### src/verilog/uart_modem_pkg.sv
// package: register map, field positions and carriers of the modem and baud block
package uart_modem_pkg;

  // register byte addresses, one aligned word each
  localparam logic [11:0] OFS_DIVLO     = 12'h000; // divisor low byte while access bit set
  localparam logic [11:0] OFS_IEN_DIVHI = 12'h004; // interrupt enable, or divisor high byte
  localparam logic [11:0] OFS_FIFO_CTRL = 12'h008;
  localparam logic [11:0] OFS_LINE_CTRL = 12'h00C;
  localparam logic [11:0] OFS_MODEM_CTL = 12'h010;
  localparam logic [11:0] OFS_MODEM_STA = 12'h018;

  // modem control fields
  localparam int MC_DTR  = 0;
  localparam int MC_RTS  = 1;
  localparam int MC_UA   = 2;
  localparam int MC_UB   = 3;
  localparam int MC_LOOP = 4;
  localparam int MC_AFE  = 5;
  localparam int MC_W    = 6;

  // other control fields
  localparam int LC_DIV_ACCESS = 7;
  localparam int FC_EXT_BUF    = 5;
  localparam int IE_MODEM      = 3;

  // reset values
  localparam logic [MC_W-1:0] MC_RESET  = 6'h00;
  localparam logic [7:0]      LC_RESET  = 8'h00;
  localparam logic [3:0]      IE_RESET  = 4'h0;
  localparam logic [15:0]     DIV_RESET = 16'h0000;

  // modem input lines in the order of status bits 7..4 and change bits 3..0
  typedef struct packed {
    logic dcd;
    logic ri;
    logic dsr;
    logic cts;
  } modem_lines_t;

  // bus slave phases
  typedef enum logic [0:0] {
    BUS_IDLE,
    BUS_ANSWER
  } bus_state_t;

endpackage : uart_modem_pkg
### src/verilog/baud_divider.sv
// baud divider: programmable divide of the reference clock to the 16x tick
`timescale 1ns/100ps
`default_nettype none

module baud_divider (
  input  wire logic        pclk,
  input  wire logic        presetn,
  input  wire logic [15:0] divisor,
  input  wire logic        reload,
  output logic             tick
);

  logic [15:0] count;

  // count down from the divisor; a zero divisor stops the tick
  always_ff @(posedge pclk or negedge presetn) begin
    if (!presetn) begin
      count <= 16'h0000;
      tick  <= 1'b0;
    end else if (reload) begin
      count <= divisor;
      tick  <= 1'b0;
    end else if (divisor == 16'h0000) begin
      count <= 16'h0000;
      tick  <= 1'b0;
    end else if (count <= 16'h0001) begin
      count <= divisor;
      tick  <= 1'b1;
    end else begin
      count <= count - 16'h0001;
      tick  <= 1'b0;
    end
  end

endmodule : baud_divider

`default_nettype wire

### src/verilog/uart_modem_loopback_baud.sv
// top: modem control, loopback, flow decode, modem status and baud divisor
//
// The register addresses and the APB slave port were chosen for this implementation.
`timescale 1ns/100ps
`default_nettype none

// Notes on behaviour
// - loopback: output high, input ignored, shift looped
// - loopback: modem pins cut, outputs high, internally routed
// - loopback modem interrupts come from control bits
// - control bit 5 enables automatic flow
// - flow enable with rts selects auto rts/cts
// - fifo bit 5 picks 16 or 64 byte
// - change bits set on change, cleared by read
// - cts change interrupts only with flow off
// - dsr and dcd changes raise interrupt
// - ring bit sets on ri low to high
// - any change bit blocks sleep
// - status bits 7..4 are inverted input levels
// - loopback status bits mirror control bits 1,0,2,3
// - divisor 1..65535 gives the 16x clock
// - divisor is two 8-bit latches
// - latch write reloads the baud counter
// - control bits 0..3 set drive pins low
module uart_modem_loopback_baud (
  input  wire logic        pclk,
  input  wire logic        presetn,
  input  wire logic        psel,
  input  wire logic        penable,
  input  wire logic        pwrite,
  input  wire logic [11:0] paddr,
  input  wire logic [31:0] pwdata,
  input  wire logic [3:0]  pstrb,
  output logic      [31:0] prdata,
  output logic             pready,
  output logic             pslverr,
  input  wire logic        cts_n,
  input  wire logic        dsr_n,
  input  wire logic        dcd_n,
  input  wire logic        ri_n,
  input  wire logic        serial_in,
  output logic             serial_out,
  output logic             dtr_n,
  output logic             rts_n,
  output logic             user_output_a_n,
  output logic             user_output_b_n,
  input  wire logic        transmit_shift_out,
  output logic             receive_shift_in,
  output logic             modem_irq,
  output logic             sleep_inhibit,
  output logic             auto_rts_en,
  output logic             auto_cts_en,
  output logic             flow_buffer_64,
  output logic             baud16_tick
);

  uart_modem_pkg::bus_state_t   bus_state;
  uart_modem_pkg::modem_lines_t pin_meta;
  uart_modem_pkg::modem_lines_t pin_sync;
  uart_modem_pkg::modem_lines_t lines;
  uart_modem_pkg::modem_lines_t next_lines;
  logic                               sin_meta;
  logic                               sin_sync;
  logic [uart_modem_pkg::MC_W-1:0]    modem_control;
  logic [7:0]                         line_control;
  logic [3:0]                         int_enable;
  logic                               fifo_ext;
  logic [15:0]                        divisor;
  logic                               div_reload;
  logic [3:0]                         changes;
  logic [3:0]                         next_events;
  logic [3:0]                         read_capture;
  logic                               loop;
  logic                               afe;
  logic                               divisor_access_bit;
  logic                               setup;
  logic                               fire;
  logic                               wr;
  logic                               rd_status;
  logic                               mapped;

  assign loop = modem_control[uart_modem_pkg::MC_LOOP];
  assign afe  = modem_control[uart_modem_pkg::MC_AFE];
  assign divisor_access_bit = line_control[uart_modem_pkg::LC_DIV_ACCESS];

  // bus phase decode
  assign setup     = psel && !penable;
  assign fire      = psel && penable && pready;
  assign wr        = fire && pwrite && pstrb[0];
  assign rd_status = fire && !pwrite && (paddr == uart_modem_pkg::OFS_MODEM_STA);

  // address map check
  always_comb begin
    case (paddr)
      uart_modem_pkg::OFS_DIVLO,
      uart_modem_pkg::OFS_IEN_DIVHI,
      uart_modem_pkg::OFS_FIFO_CTRL,
      uart_modem_pkg::OFS_LINE_CTRL,
      uart_modem_pkg::OFS_MODEM_CTL,
      uart_modem_pkg::OFS_MODEM_STA: mapped = 1'b1;
      default:                       mapped = 1'b0;
    endcase
  end

  // two-flop synchronisers for the modem and serial input pins
  always_ff @(posedge pclk or negedge presetn) begin
    if (!presetn) begin
      pin_meta <= '1;
      pin_sync <= '1;
      sin_meta <= 1'b1;
      sin_sync <= 1'b1;
    end else begin
      pin_meta <= '{dcd: dcd_n, ri: ri_n, dsr: dsr_n, cts: cts_n};
      pin_sync <= pin_meta;
      sin_meta <= serial_in;
      sin_sync <= sin_meta;
    end
  end

  // active line levels: inverted pins, or control bits while looped
  always_comb begin
    if (loop) begin
      next_lines.cts = modem_control[uart_modem_pkg::MC_RTS];
      next_lines.dsr = modem_control[uart_modem_pkg::MC_DTR];
      next_lines.ri  = modem_control[uart_modem_pkg::MC_UA];
      next_lines.dcd = modem_control[uart_modem_pkg::MC_UB];
    end else begin
      next_lines = ~pin_sync;
    end
  end

  // change events: any edge for cts, dsr, dcd; falling active ri only
  always_comb begin
    next_events[0] = next_lines.cts != lines.cts;
    next_events[1] = next_lines.dsr != lines.dsr;
    next_events[2] = lines.ri && !next_lines.ri;
    next_events[3] = next_lines.dcd != lines.dcd;
  end

  // status line levels
  always_ff @(posedge pclk or negedge presetn) begin
    if (!presetn) begin
      lines <= '0;
    end else begin
      lines <= next_lines;
    end
  end

  // sticky change bits; a read clears only what it returned
  always_ff @(posedge pclk or negedge presetn) begin
    if (!presetn) begin
      changes <= 4'h0;
    end else if (rd_status) begin
      changes <= (changes & ~read_capture) | next_events;
    end else begin
      changes <= changes | next_events;
    end
  end

  // bus handshake: answer in the first access cycle
  always_ff @(posedge pclk or negedge presetn) begin
    if (!presetn) begin
      bus_state <= uart_modem_pkg::BUS_IDLE;
      pready    <= 1'b0;
    end else begin
      case (bus_state)
        uart_modem_pkg::BUS_IDLE: begin
          if (setup) begin
            bus_state <= uart_modem_pkg::BUS_ANSWER;
            pready    <= 1'b1;
          end
        end
        uart_modem_pkg::BUS_ANSWER: begin
          bus_state <= uart_modem_pkg::BUS_IDLE;
          pready    <= 1'b0;
        end
        default: begin
          bus_state <= uart_modem_pkg::BUS_IDLE;
          pready    <= 1'b0;
        end
      endcase
    end
  end

  // read data and error captured in the setup cycle
  always_ff @(posedge pclk or negedge presetn) begin
    if (!presetn) begin
      prdata       <= 32'h0000_0000;
      pslverr      <= 1'b0;
      read_capture <= 4'h0;
    end else if (setup) begin
      pslverr      <= !mapped;
      read_capture <= 4'h0;
      prdata       <= 32'h0000_0000;
      case (paddr)
        uart_modem_pkg::OFS_DIVLO:
          prdata[7:0] <= divisor_access_bit ? divisor[7:0] : 8'h00;
        uart_modem_pkg::OFS_IEN_DIVHI:
          prdata[7:0] <= divisor_access_bit ? divisor[15:8] : {4'h0, int_enable};
        uart_modem_pkg::OFS_FIFO_CTRL:
          prdata[uart_modem_pkg::FC_EXT_BUF] <= fifo_ext;
        uart_modem_pkg::OFS_LINE_CTRL:
          prdata[7:0] <= line_control;
        uart_modem_pkg::OFS_MODEM_CTL:
          prdata[uart_modem_pkg::MC_W-1:0] <= modem_control;
        uart_modem_pkg::OFS_MODEM_STA: begin
          prdata[7:0]  <= {lines, changes};
          read_capture <= pwrite ? 4'h0 : changes;
        end
        default: prdata <= 32'h0000_0000;
      endcase
    end
  end

  // control registers written by software
  always_ff @(posedge pclk or negedge presetn) begin
    if (!presetn) begin
      modem_control <= uart_modem_pkg::MC_RESET;
      line_control  <= uart_modem_pkg::LC_RESET;
      int_enable    <= uart_modem_pkg::IE_RESET;
      fifo_ext      <= 1'b0;
    end else if (wr) begin
      case (paddr)
        uart_modem_pkg::OFS_MODEM_CTL:
          modem_control <= pwdata[uart_modem_pkg::MC_W-1:0];
        uart_modem_pkg::OFS_LINE_CTRL:
          line_control <= pwdata[7:0];
        uart_modem_pkg::OFS_IEN_DIVHI:
          if (!divisor_access_bit) int_enable <= pwdata[3:0];
        uart_modem_pkg::OFS_FIFO_CTRL:
          fifo_ext <= pwdata[uart_modem_pkg::FC_EXT_BUF];
        default: fifo_ext <= fifo_ext;
      endcase
    end
  end

  // divisor latches, reached only with the access bit set
  always_ff @(posedge pclk or negedge presetn) begin
    if (!presetn) begin
      divisor    <= uart_modem_pkg::DIV_RESET;
      div_reload <= 1'b0;
    end else begin
      div_reload <= 1'b0;
      if (wr && divisor_access_bit && paddr == uart_modem_pkg::OFS_DIVLO) begin
        divisor[7:0] <= pwdata[7:0];
        div_reload   <= 1'b1;
      end
      if (wr && divisor_access_bit && paddr == uart_modem_pkg::OFS_IEN_DIVHI) begin
        divisor[15:8] <= pwdata[7:0];
        div_reload    <= 1'b1;
      end
    end
  end

  // modem output pins, forced high while looped
  always_ff @(posedge pclk or negedge presetn) begin
    if (!presetn) begin
      dtr_n           <= 1'b1;
      rts_n           <= 1'b1;
      user_output_a_n <= 1'b1;
      user_output_b_n <= 1'b1;
    end else begin
      dtr_n           <= loop || !modem_control[uart_modem_pkg::MC_DTR];
      rts_n           <= loop || !modem_control[uart_modem_pkg::MC_RTS];
      user_output_a_n <= loop || !modem_control[uart_modem_pkg::MC_UA];
      user_output_b_n <= loop || !modem_control[uart_modem_pkg::MC_UB];
    end
  end

  // serial path with loopback
  always_ff @(posedge pclk or negedge presetn) begin
    if (!presetn) begin
      serial_out       <= 1'b1;
      receive_shift_in <= 1'b1;
    end else begin
      serial_out       <= loop || transmit_shift_out;
      receive_shift_in <= loop ? transmit_shift_out : sin_sync;
    end
  end

  // modem interrupt, sleep guard and flow decode
  always_ff @(posedge pclk or negedge presetn) begin
    if (!presetn) begin
      modem_irq      <= 1'b0;
      sleep_inhibit  <= 1'b0;
      auto_rts_en    <= 1'b0;
      auto_cts_en    <= 1'b0;
      flow_buffer_64 <= 1'b0;
    end else begin
      modem_irq      <= int_enable[uart_modem_pkg::IE_MODEM] &&
                        ((changes[0] && !afe) || (|changes[3:1]));
      sleep_inhibit  <= |changes;
      auto_rts_en    <= afe && modem_control[uart_modem_pkg::MC_RTS];
      auto_cts_en    <= afe;
      flow_buffer_64 <= fifo_ext;
    end
  end

  // 16x tick generator
  baud_divider u_baud (
    .pclk    (pclk),
    .presetn (presetn),
    .divisor (divisor),
    .reload  (div_reload),
    .tick    (baud16_tick)
  );
endmodule : uart_modem_loopback_baud

`default_nettype wire

### config.mk
export PLATFORM = sky130hd
export DESIGN_NAME = uart_modem_loopback_baud
export DESIGN_NICKNAME = d
export VERILOG_FILES = /design/src/verilog/uart_modem_pkg.sv /design/src/verilog/baud_divider.sv /design/src/verilog/uart_modem_loopback_baud.sv
export SDC_FILE = /design/constraint.sdc
export NUM_CORES = 1
export LEC_CHECK = 0
export BUFFER_PORTS_ARGS = -buffer_cell sky130_fd_sc_hd__buf_2
export CAP_MARGIN = 15
export CORE_MARGIN = 2
export CORE_UTILIZATION = 59
export DETAILED_ROUTE_END_ITERATION = 8
export GPL_ROUTABILITY_DRIVEN = 1
export PLACE_DENSITY = 0.86
export SKIP_CTS_REPAIR_TIMING = 1
export SYNTH_ARGS = -nofsm -noshare
export SYNTH_HDL_FRONTEND = slang
export SYNTH_SLANG_ARGS = --single-unit
### constraint.sdc
create_clock -name pclk -period 3.5 [get_ports pclk]
set_input_delay 0.35 -clock pclk [delete_from_list [all_inputs] [get_ports pclk]]
set_output_delay 0.35 -clock pclk [all_outputs]
set_load 0.01 [all_outputs]
==> out/metrics.csv, run 1 <==
stage,metric,value,unit
detailed_routing,drt_iter0_drc,242,
setup_path,path_max_fanout,8,
setup_path,endpoint_kind,flop,
final_layout,drive_above_1_share,33.0,%
power_and_ir_drop,internal_power,0.00146,W
grt,use_met1,33.3,%
floorplan,start_util,61.5,%
detailed_routing,ant_nets,0,
grt,grt_pass1_vias,3281,
synthesis,ys_seq_area_share,51.3,%
sta,tightestPinTransition,0.789,ns
floorplan,die-area,8830,um^2
grt,grt_overflow,0,
final_layout,final_common_cell,dfrtp_1,
synthesis,synthArstFlopShare,100,%
clock_tree,insertion_delay,0.37,ns
synthesis,synth_edf_count,0,
final_layout,antennaDiodeCount,0,
job,max_cap_violations,0,
placement,globalplace.congestion,0.972,
sta,rsz0062_at_grt,no,
clock_tree,clk_pin_slew,0.10,ns
power_and_ir_drop,power_frac_seq,58.6,%
sta,timing.fmax,468,MHz
setup_path,r2r_cells,6,
power_and_ir_drop,combPwrFrac,5.8,%
grt,grt_pass1_wl,16400,um
sta,setup_viol,0,
setup_path,start_kind,flop,
placement,io_buffers,53,
final_layout,multi_input_area,2080,um^2
synthesis,syn_area,4770,um^2
clock_tree,cts_max_level,3,
final_layout,num-fill-cells,599,
power_and_ir_drop,peakVddDrop,231,uV
sta,layout_min_cycle_time,2.14,ns
floorplan,row_count,32,
final_layout,final_nets,507,
power_and_ir_drop,power_leakage,2.43,nW
power_and_ir_drop,pwr-share-clk,35.6,%
grt,antenna_found_initial,0,
grt,grt_usage,24.4,%
setup_path,setup.worst_path.class,reg -> reg,
synthesis,ys.flop_type,dfrtp_1,
synthesis,netlist_instances,397,
sta,finClkSkew,0.0171,ns
detailed_routing,wl_per_cell,18.6,um
grt,grt_busiest_layer,met2,
final_layout,final_cell_mix,"dfrtp_1, buf_2, mux2_2, conb_1, dfstp_2",
clock_tree,tritoncts,yes,
detailed_routing,via_count,3370,
sta,period_share,61.1,%
final_layout,final_area,5180,um^2
final_layout,syn_to_final_growth,8.49,%
grt,gr-usage-met3,5.30,%
detailed_routing,wirelength,10300,um
clock_tree,root_buffer,clkbuf_8,
setup_path,cp_data_arrival_time,2.39,ns
sta,setup_slack,1.36,ns
placement,post-place-ws,1.09,ns
placement,hpwl,7390,um
power_and_ir_drop,switching_power,0.000491,W
grt,use_met2,38.7,%
sta,setup_tns,0,ns
final_layout,seqCellArea,2450,um^2
sta,relSlewSlack,46.6,%
synthesis,synth_cell_type_count,69,
floorplan,fp.dieH,94.0,um
floorplan,fp.coreArea,7770,um^2
clock_tree,clockBufferDepth,2,
setup_path,rrSetupSlack,1.36,ns
synthesis,ys_warn_count,0,
sta,hold_viol,0,
sta,maxSlewViolCount,0,
floorplan,io_pins,105,
clock_tree,clock-sinks,97,
setup_path,r2r-end,u_baud.count[12],
worst_hold_path,hp-class,in -> async,
detailed_routing,first_pass_iters,7,
setup_path,required,3.76,ns
placement,post_dp_cell_area,4990,um^2
synthesis,ys_seq_elements,97,
setup_path,rr_startpoint,u_baud.count[0],
floorplan,die_w,94.0,um
synthesis,avgSynthCellArea,12.0,um^2
power_and_ir_drop,pwr_density_cell,377,nW/um^2
clock_tree,numCtsBuffers,9,
power_and_ir_drop,finalPower,0.00195,W
detailed_routing,vias_per_cell,6.09,
detailed_routing,drc_errors,0,
status,status,completed,
grt,grt_max_degree,64,
power_and_ir_drop,p_sw_share,25.1,%
[worst max-delay path: stages (launching register included)]
cell and delay, ns:
dfrtp_1 0.44, inv_1 0.08, ha_1 0.23, or4b_1 0.62, nor4_1 0.40, xnor2_1 0.17
o2bb2ai_1 0.08
[power by group through the flow]
stage / sequential, W / combinational [W] / clock, W
3_3_place_gp: 0.00116 / 0.000110 / 0
5_1_grt: 0.00115 / 0.000127 / 0.000748
6_report: 0.00114 / 0.000114 / 0.000695
3_5_place_dp: 0.00117 / 0.000113 / 0
2_1_floorplan: 0.00117 / 0.0000695 / 0
4_1_cts: 0.00114 / 0.000114 / 0.000701
[how the worst max path moves through the flow]
stage | startpoint | end | slack [ns] | depth (start not counted)
4_1_cts | u_baud.count[0] | u_baud.count[12] | 1.38 | 6
3_5_place_dp | paddr[2] | divisor[14] | 1.09 | 4
5_1_grt | u_baud.count[0] | u_baud.count[12] | 1.28 | 6
6_report | u_baud.count[0] | u_baud.count[12] | 1.36 | 6
2_1_floorplan | paddr[9] | divisor[10] | 1.64 | 6
3_3_place_gp | paddr[2] | divisor[13] | 1.16 | 4
[sequential cells by signal, summed over array words and instances, names as in the netlist, 4 cells and up]
register       flops
read_capture       4
int_enable         4
modem_control      6
lines              4
u_baud.count      16
line_control       8
pin_meta           4
changes            4
prdata             8
pin_sync           4
divisor           16
[routing by layer]
layer / part of all wire, % / vias up
met5: 0 / -
li1: - / 1510
met3: 6.6 / 41
met1: 42 / 1660
met4: 2.9 / 0
met2: 48 / 159
[logic make-up (layout without fill, tap and decap cells)]
logic type | Yosys count | after routing | synth area share (%)
xor+xnor | 13 | 13 | 2.38
compound gates | 61 | 61 | 10.4
fa+ha+maj | 2 | 2 | 0.524
other cells | 1 | 24 | 0.0785
simple gates | 109 | 109 | 14.0
buf+inv | 55 | 86 | 7.02
mux | 59 | 59 | 14.3
flops | 97 | 97 | 51.3
[area by class of cell]
type / count / area share [%]
well taps: 102 / 2.46
repair buffers: 55 / 5.46
clock inverters: 5 / 0.894
flip-flops and latches: 97 / 47.2
inverters: 15 / 1.09
multi-input cells: 268 / 40.1
clock buffers: 11 / 2.73
[synthesized netlist by cell type, types with 2 or more instances]
| cell | number | area, um^2 |
|---|---|---|
| dfrtp_1 | 81 | 2030 |
| mux2_2 | 35 | 394 |
| buf_4 | 26 | 195 |
| dfstp_2 | 16 | 420 |
| inv_1 | 15 | 56.3 |
| nor2_1 | 15 | 56.3 |
| mux2i_1 | 14 | 140 |
| nand2_1 | 14 | 52.6 |
| nor3_1 | 12 | 60.1 |
| nor4_1 | 11 | 68.8 |
| mux2_4 | 10 | 150 |
| xnor2_1 | 9 | 78.8 |
| a22o_1 | 7 | 61.3 |
| clkbuf_1 | 7 | 26.3 |
| nand3_1 | 7 | 35.0 |
| o2bb2ai_1 | 7 | 61.3 |
| o31ai_1 | 7 | 52.6 |
| nand2b_1 | 6 | 37.5 |
| nand4_1 | 6 | 37.5 |
| a32oi_1 | 4 | 35.0 |
| buf_6 | 4 | 45.0 |
| nor2b_1 | 4 | 25.0 |
| o211ai_1 | 4 | 30.0 |
| o21ai_0 | 4 | 20.0 |
| o22ai_1 | 4 | 25.0 |
| xor2_1 | 4 | 35.0 |
| a21oi_1 | 3 | 15.0 |
| a22oi_1 | 3 | 22.5 |
| o21a_1 | 3 | 22.5 |
| or2_2 | 3 | 18.8 |
| or3_1 | 3 | 18.8 |
| or4_1 | 3 | 22.5 |
| a221oi_1 | 2 | 17.5 |
| a31o_2 | 2 | 17.5 |
| a32o_1 | 2 | 20.0 |
| and2_1 | 2 | 12.5 |
| and3_1 | 2 | 12.5 |
| buf_1 | 2 | 7.51 |
| ha_1 | 2 | 25.0 |
| nor3_2 | 2 | 20.0 |
| nor3b_1 | 2 | 15.0 |
[metrics by stage]
stage / hold WS (ns) / std cells / util, %
3_3_place_gp: 0.346 / 537 / 64.3
5_1_grt: 0.0535 / 553 / 66.7
3_5_place_dp: 0.347 / 537 / 64.3
2_1_floorplan: 0.0544 / 420 / -
6_report: 0.0446 / 553 / 66.7
4_1_cts: 0.0657 / 553 / 66.7
Note: power is estimated with default switching activity, not from simulation.
==> run 2, diff against run 1 <==
--- a/config.mk
+++ b/config.mk
@@ -5,13 +5,14 @@
 export SDC_FILE = /design/constraint.sdc
 export NUM_CORES = 1
 export LEC_CHECK = 0
+export ABC_AREA = 1
 export BUFFER_PORTS_ARGS = -buffer_cell sky130_fd_sc_hd__buf_2
 export CAP_MARGIN = 15
 export CORE_MARGIN = 2
-export CORE_UTILIZATION = 59
+export CORE_UTILIZATION = 55
 export DETAILED_ROUTE_END_ITERATION = 8
 export GPL_ROUTABILITY_DRIVEN = 1
-export PLACE_DENSITY = 0.86
+export PLACE_DENSITY = 0.8
 export SKIP_CTS_REPAIR_TIMING = 1
 export SYNTH_ARGS = -nofsm -noshare
 export SYNTH_HDL_FRONTEND = slang
==> constraint.sdc (replaced) <==
create_clock -name pclk -period 2 [get_ports pclk]
set_input_delay 0.2 -clock pclk [delete_from_list [all_inputs] [get_ports pclk]]
set_output_delay 0.2 -clock pclk [all_outputs]
set_load 0.01 [all_outputs]
==> out/metrics.csv, run 2 <==
stage,metric,value,unit,change
clock_tree,clk_pin_slew,0.11,ns,about the same
setup_path,setup.worst_path.class,reg -> reg,,
clock_tree,tritoncts,yes,,
power_and_ir_drop,power_leakage,2.95,nW,+22%
worst_hold_path,hp-class,in -> reg,,
final_layout,final_cell_mix,"nand2_1, dfrtp_1, nor2_1, inv_1, buf_2",,
setup_path,path_max_fanout,11,,+3
detailed_routing,first_pass_iters,5,,-2
setup_path,cp_slowest_cell,dfrtp_1,,
status,status,completed,,
setup_path,critPathMostFrequentCell,nand2_2,,
synthesis,ys_top_cells_by_area,"dfrtp_1, nand2_1, dfstp_2",,
final_layout,antennaDiodeCount,0,,unchanged
sta,timing.fmax,610,MHz,+30%
worst_hold_path,hp-start,transmit_shift_out,,
detailed_routing,vias_per_cell,5.22,,-14%
detailed_routing,drc_errors,0,,unchanged
final_layout,final_common_cell,nand2_1,,
grt,grt_max_degree,43,,-33%
power_and_ir_drop,peakVddDrop,466,uV,+100%
grt,grt_overflow,0,,unchanged
setup_path,r2r_cells,9,,+3
setup_path,rrSetupSlack,0.36,ns,-1.00 ns
floorplan,io_pins,105,,unchanged
power_and_ir_drop,finalPower,0.00353,W,+81%
sta,period_share,82.0,%,+21 points
synthesis,ys_seq_elements,97,,unchanged
power_and_ir_drop,pwr_density_cell,634,nW/um^2,+68%
synthesis,ys_warn_count,0,,unchanged
clock_tree,clockBufferDepth,2,,unchanged
final_layout,final_area,5560,um^2,+7.4%
clock_tree,insertion_delay,0.38,ns,about the same
worst_hold_path,hold_end,receive_shift_in,,
detailed_routing,wirelength,11100,um,+7.7%
setup_path,crit_path_max_incr_delay,0.40,ns,-0.22 ns
job,max_cap_violations,0,,unchanged
synthesis,syn_area,5040,um^2,+5.5%
placement,io_buffers,53,,unchanged
final_layout,syn_to_final_growth,10.5,%,
floorplan,die-area,9940,um^2,+13%
clock_tree,cts_max_level,3,,unchanged
synthesis,synth_edf_count,0,,unchanged
sta,relSlewSlack,65.9,%,+19 points
synthesis,synthTopCellsByCount,"nand2_1, dfrtp_1, nor2_1",,
sta,layout_min_cycle_time,1.64,ns,-0.497 ns
synthesis,synth_top_area_share,40.2,%,-2.2 points
sta,hold_viol,0,,unchanged
sta,setup_viol,0,,unchanged
synthesis,synth_top_area_cell,dfrtp_1,,
setup_path,start_kind,flop,,
setup_path,rr_startpoint,u_baud.count[0],,
setup_path,r2r-end,u_baud.count[3],,
detailed_routing,wl_per_cell,14.4,um,-23%
floorplan,die_w,99.7,um,+6.1%
floorplan,start_util,57.2,%,-4.3 points
synthesis,synth_cell_type_count,39,,-43%
setup_path,path_cells,inv_1 > ha_1 > nand2_2 > a21oi_4 > nand2_4 > nand2_2 > nand2_1 > o21ai_1 > nor2_1,,
setup_path,endpoint_kind,flop,,
final_layout,final_util,63.2,%,-3.5 points
grt,grt_pass1_wl,18300,um,+11%
placement,hpwl,8300,um,+12%
detailed_routing,via_count,4025,,+19%
sta,tightestPinTransition,0.511,ns,-0.279 ns
final_layout,final_nets,719,,+42%
worst_hold_path,min_path_cells,3,,
final_layout,reg.largest.list,"divisor (16), u_baud.count (16)",,
synthesis,netlist_instances,598,,+51%
sta,finClkSkew,0.0113,ns,-0.00580 ns
floorplan,fp.dieH,99.7,um,+6.1%
grt,antenna_found_initial,0,,unchanged
synthesis,synth_most_common_cell,nand2_1,,
sta,maxSlewViolCount,0,,unchanged
sta,rsz0062_at_grt,no,,
floorplan,fp.coreArea,8810,um^2,+13%
sta,setup_tns,0,ns,unchanged
synthesis,ys.flop_type,dfrtp_1,,
synthesis,avgSynthCellArea,8.42,um^2,-30%
grt,grt_usage,23.4,%,-0.91 points
final_layout,num-fill-cells,754,,+26%
grt,grt_pass1_vias,3756,,+14%
synthesis,synthArstFlopShare,100,%,unchanged
synthesis,ys_seq_area_share,48.6,%,-2.7 points
sta,hold_ws,0.0111,ns,-0.0335 ns
floorplan,row_count,34,,+6.3%
clock_tree,numCtsBuffers,9,,unchanged
final_layout,drive_above_1_share,22.6,%,-10 points
clock_tree,clock-sinks,97,,unchanged
detailed_routing,drt_iter0_drc,346,,+43%
placement,post_dp_cell_area,5300,um^2,+6.2%
placement,globalplace.congestion,0.914,,-6.0%
clock_tree,root_buffer,clkbuf_8,,
setup_path,required,2.27,ns,-1.49 ns
detailed_routing,ant_nets,0,,unchanged
setup_path,cp_data_arrival_time,1.91,ns,-0.48 ns
==> run 2: changes by cell type after synthesis, moves of 15 or more <==
cell	change
inv_1	+40
o21ai_1	+32
mux2_2	-35
nor2_1	+50
o21ai_0	+15
nand2_1	+132
o21ai_2	+16
nand3_1	+34
==> run 2: logic make-up (layout without fill, tap and decap cells) <==
| kind of cell | after synthesis | in the layout | synth area share (%) |
|---|---|---|---|
| AND/OR/NAND/NOR | 302 | 302 | 28.4 |
| buffers and inverters | 103 | 145 | 10.4 |
| flip-flops | 97 | 97 | 48.6 |
| AO/OA/AOI/OAI | 81 | 81 | 9.91 |
| XOR/XNOR | 12 | 12 | 2.09 |
| adder cells (fa/ha/maj) | 2 | 2 | 0.497 |
| other | 1 | 24 | 0.0744 |
==> run 2: layout make-up <==
cell class	count	area [um^2]	share of cell area, %
flip-flops and latches	97	2450	44.0
multi-input cells	421	2150	38.7
repair buffers	64	378	6.79
inverters	65	250	4.50
well taps	108	135	2.43
clock buffers	9	124	2.23
clock inverters	7	78.8	1.42
==> run 2: stage by stage <==
stage                     cells  worst slack, ns
after detailed placement    749            0.396
after global routing        771            0.249
final                       771            0.360
after CTS                   765            0.378
after floorplan             621            0.600
after global placement      749            0.452
==> run 2: worst max-delay path by stage <==
stage	start	to	slack, ns	cells after the start
global placement	u_baud.count[0]	u_baud.count[3]	0.45	9
global route	u_baud.count[0]	u_baud.count[10]	0.25	8
floorplan	u_baud.count[0]	u_baud.count[12]	0.60	8
CTS	u_baud.count[0]	u_baud.count[3]	0.38	9
finish	u_baud.count[0]	u_baud.count[3]	0.36	9
detailed placement	u_baud.count[0]	u_baud.count[3]	0.40	9
==> run 2: layer usage <==
layer  track usage, %  vias up  wire, um
met5                0        -         0
met4             6.22        0       150
met3             4.64       21       674
met2             37.1      149      5260
met1             33.4     1875      5000
li1                 -     1980         -
==> run 2: power by group <==
group	leakage [nW]	total, W	switching [W]	internal [W]
Clock	0.104	0.00129	0.000785	0.000501
Sequential	1.25	0.00201	0.0000129	0.00200
Combinational	1.60	0.000231	0.000160	0.0000710
==> run 2: critical path, delay by kind of cell (launching register included) <==
kind,cells,cell delay (ns)
buffers and inverters,1,0.10
and+or+nand+nor,5,0.56
DFF,1,0.40
adders and majority gates,1,0.22
AOI/OAI and AO/OA,2,0.27
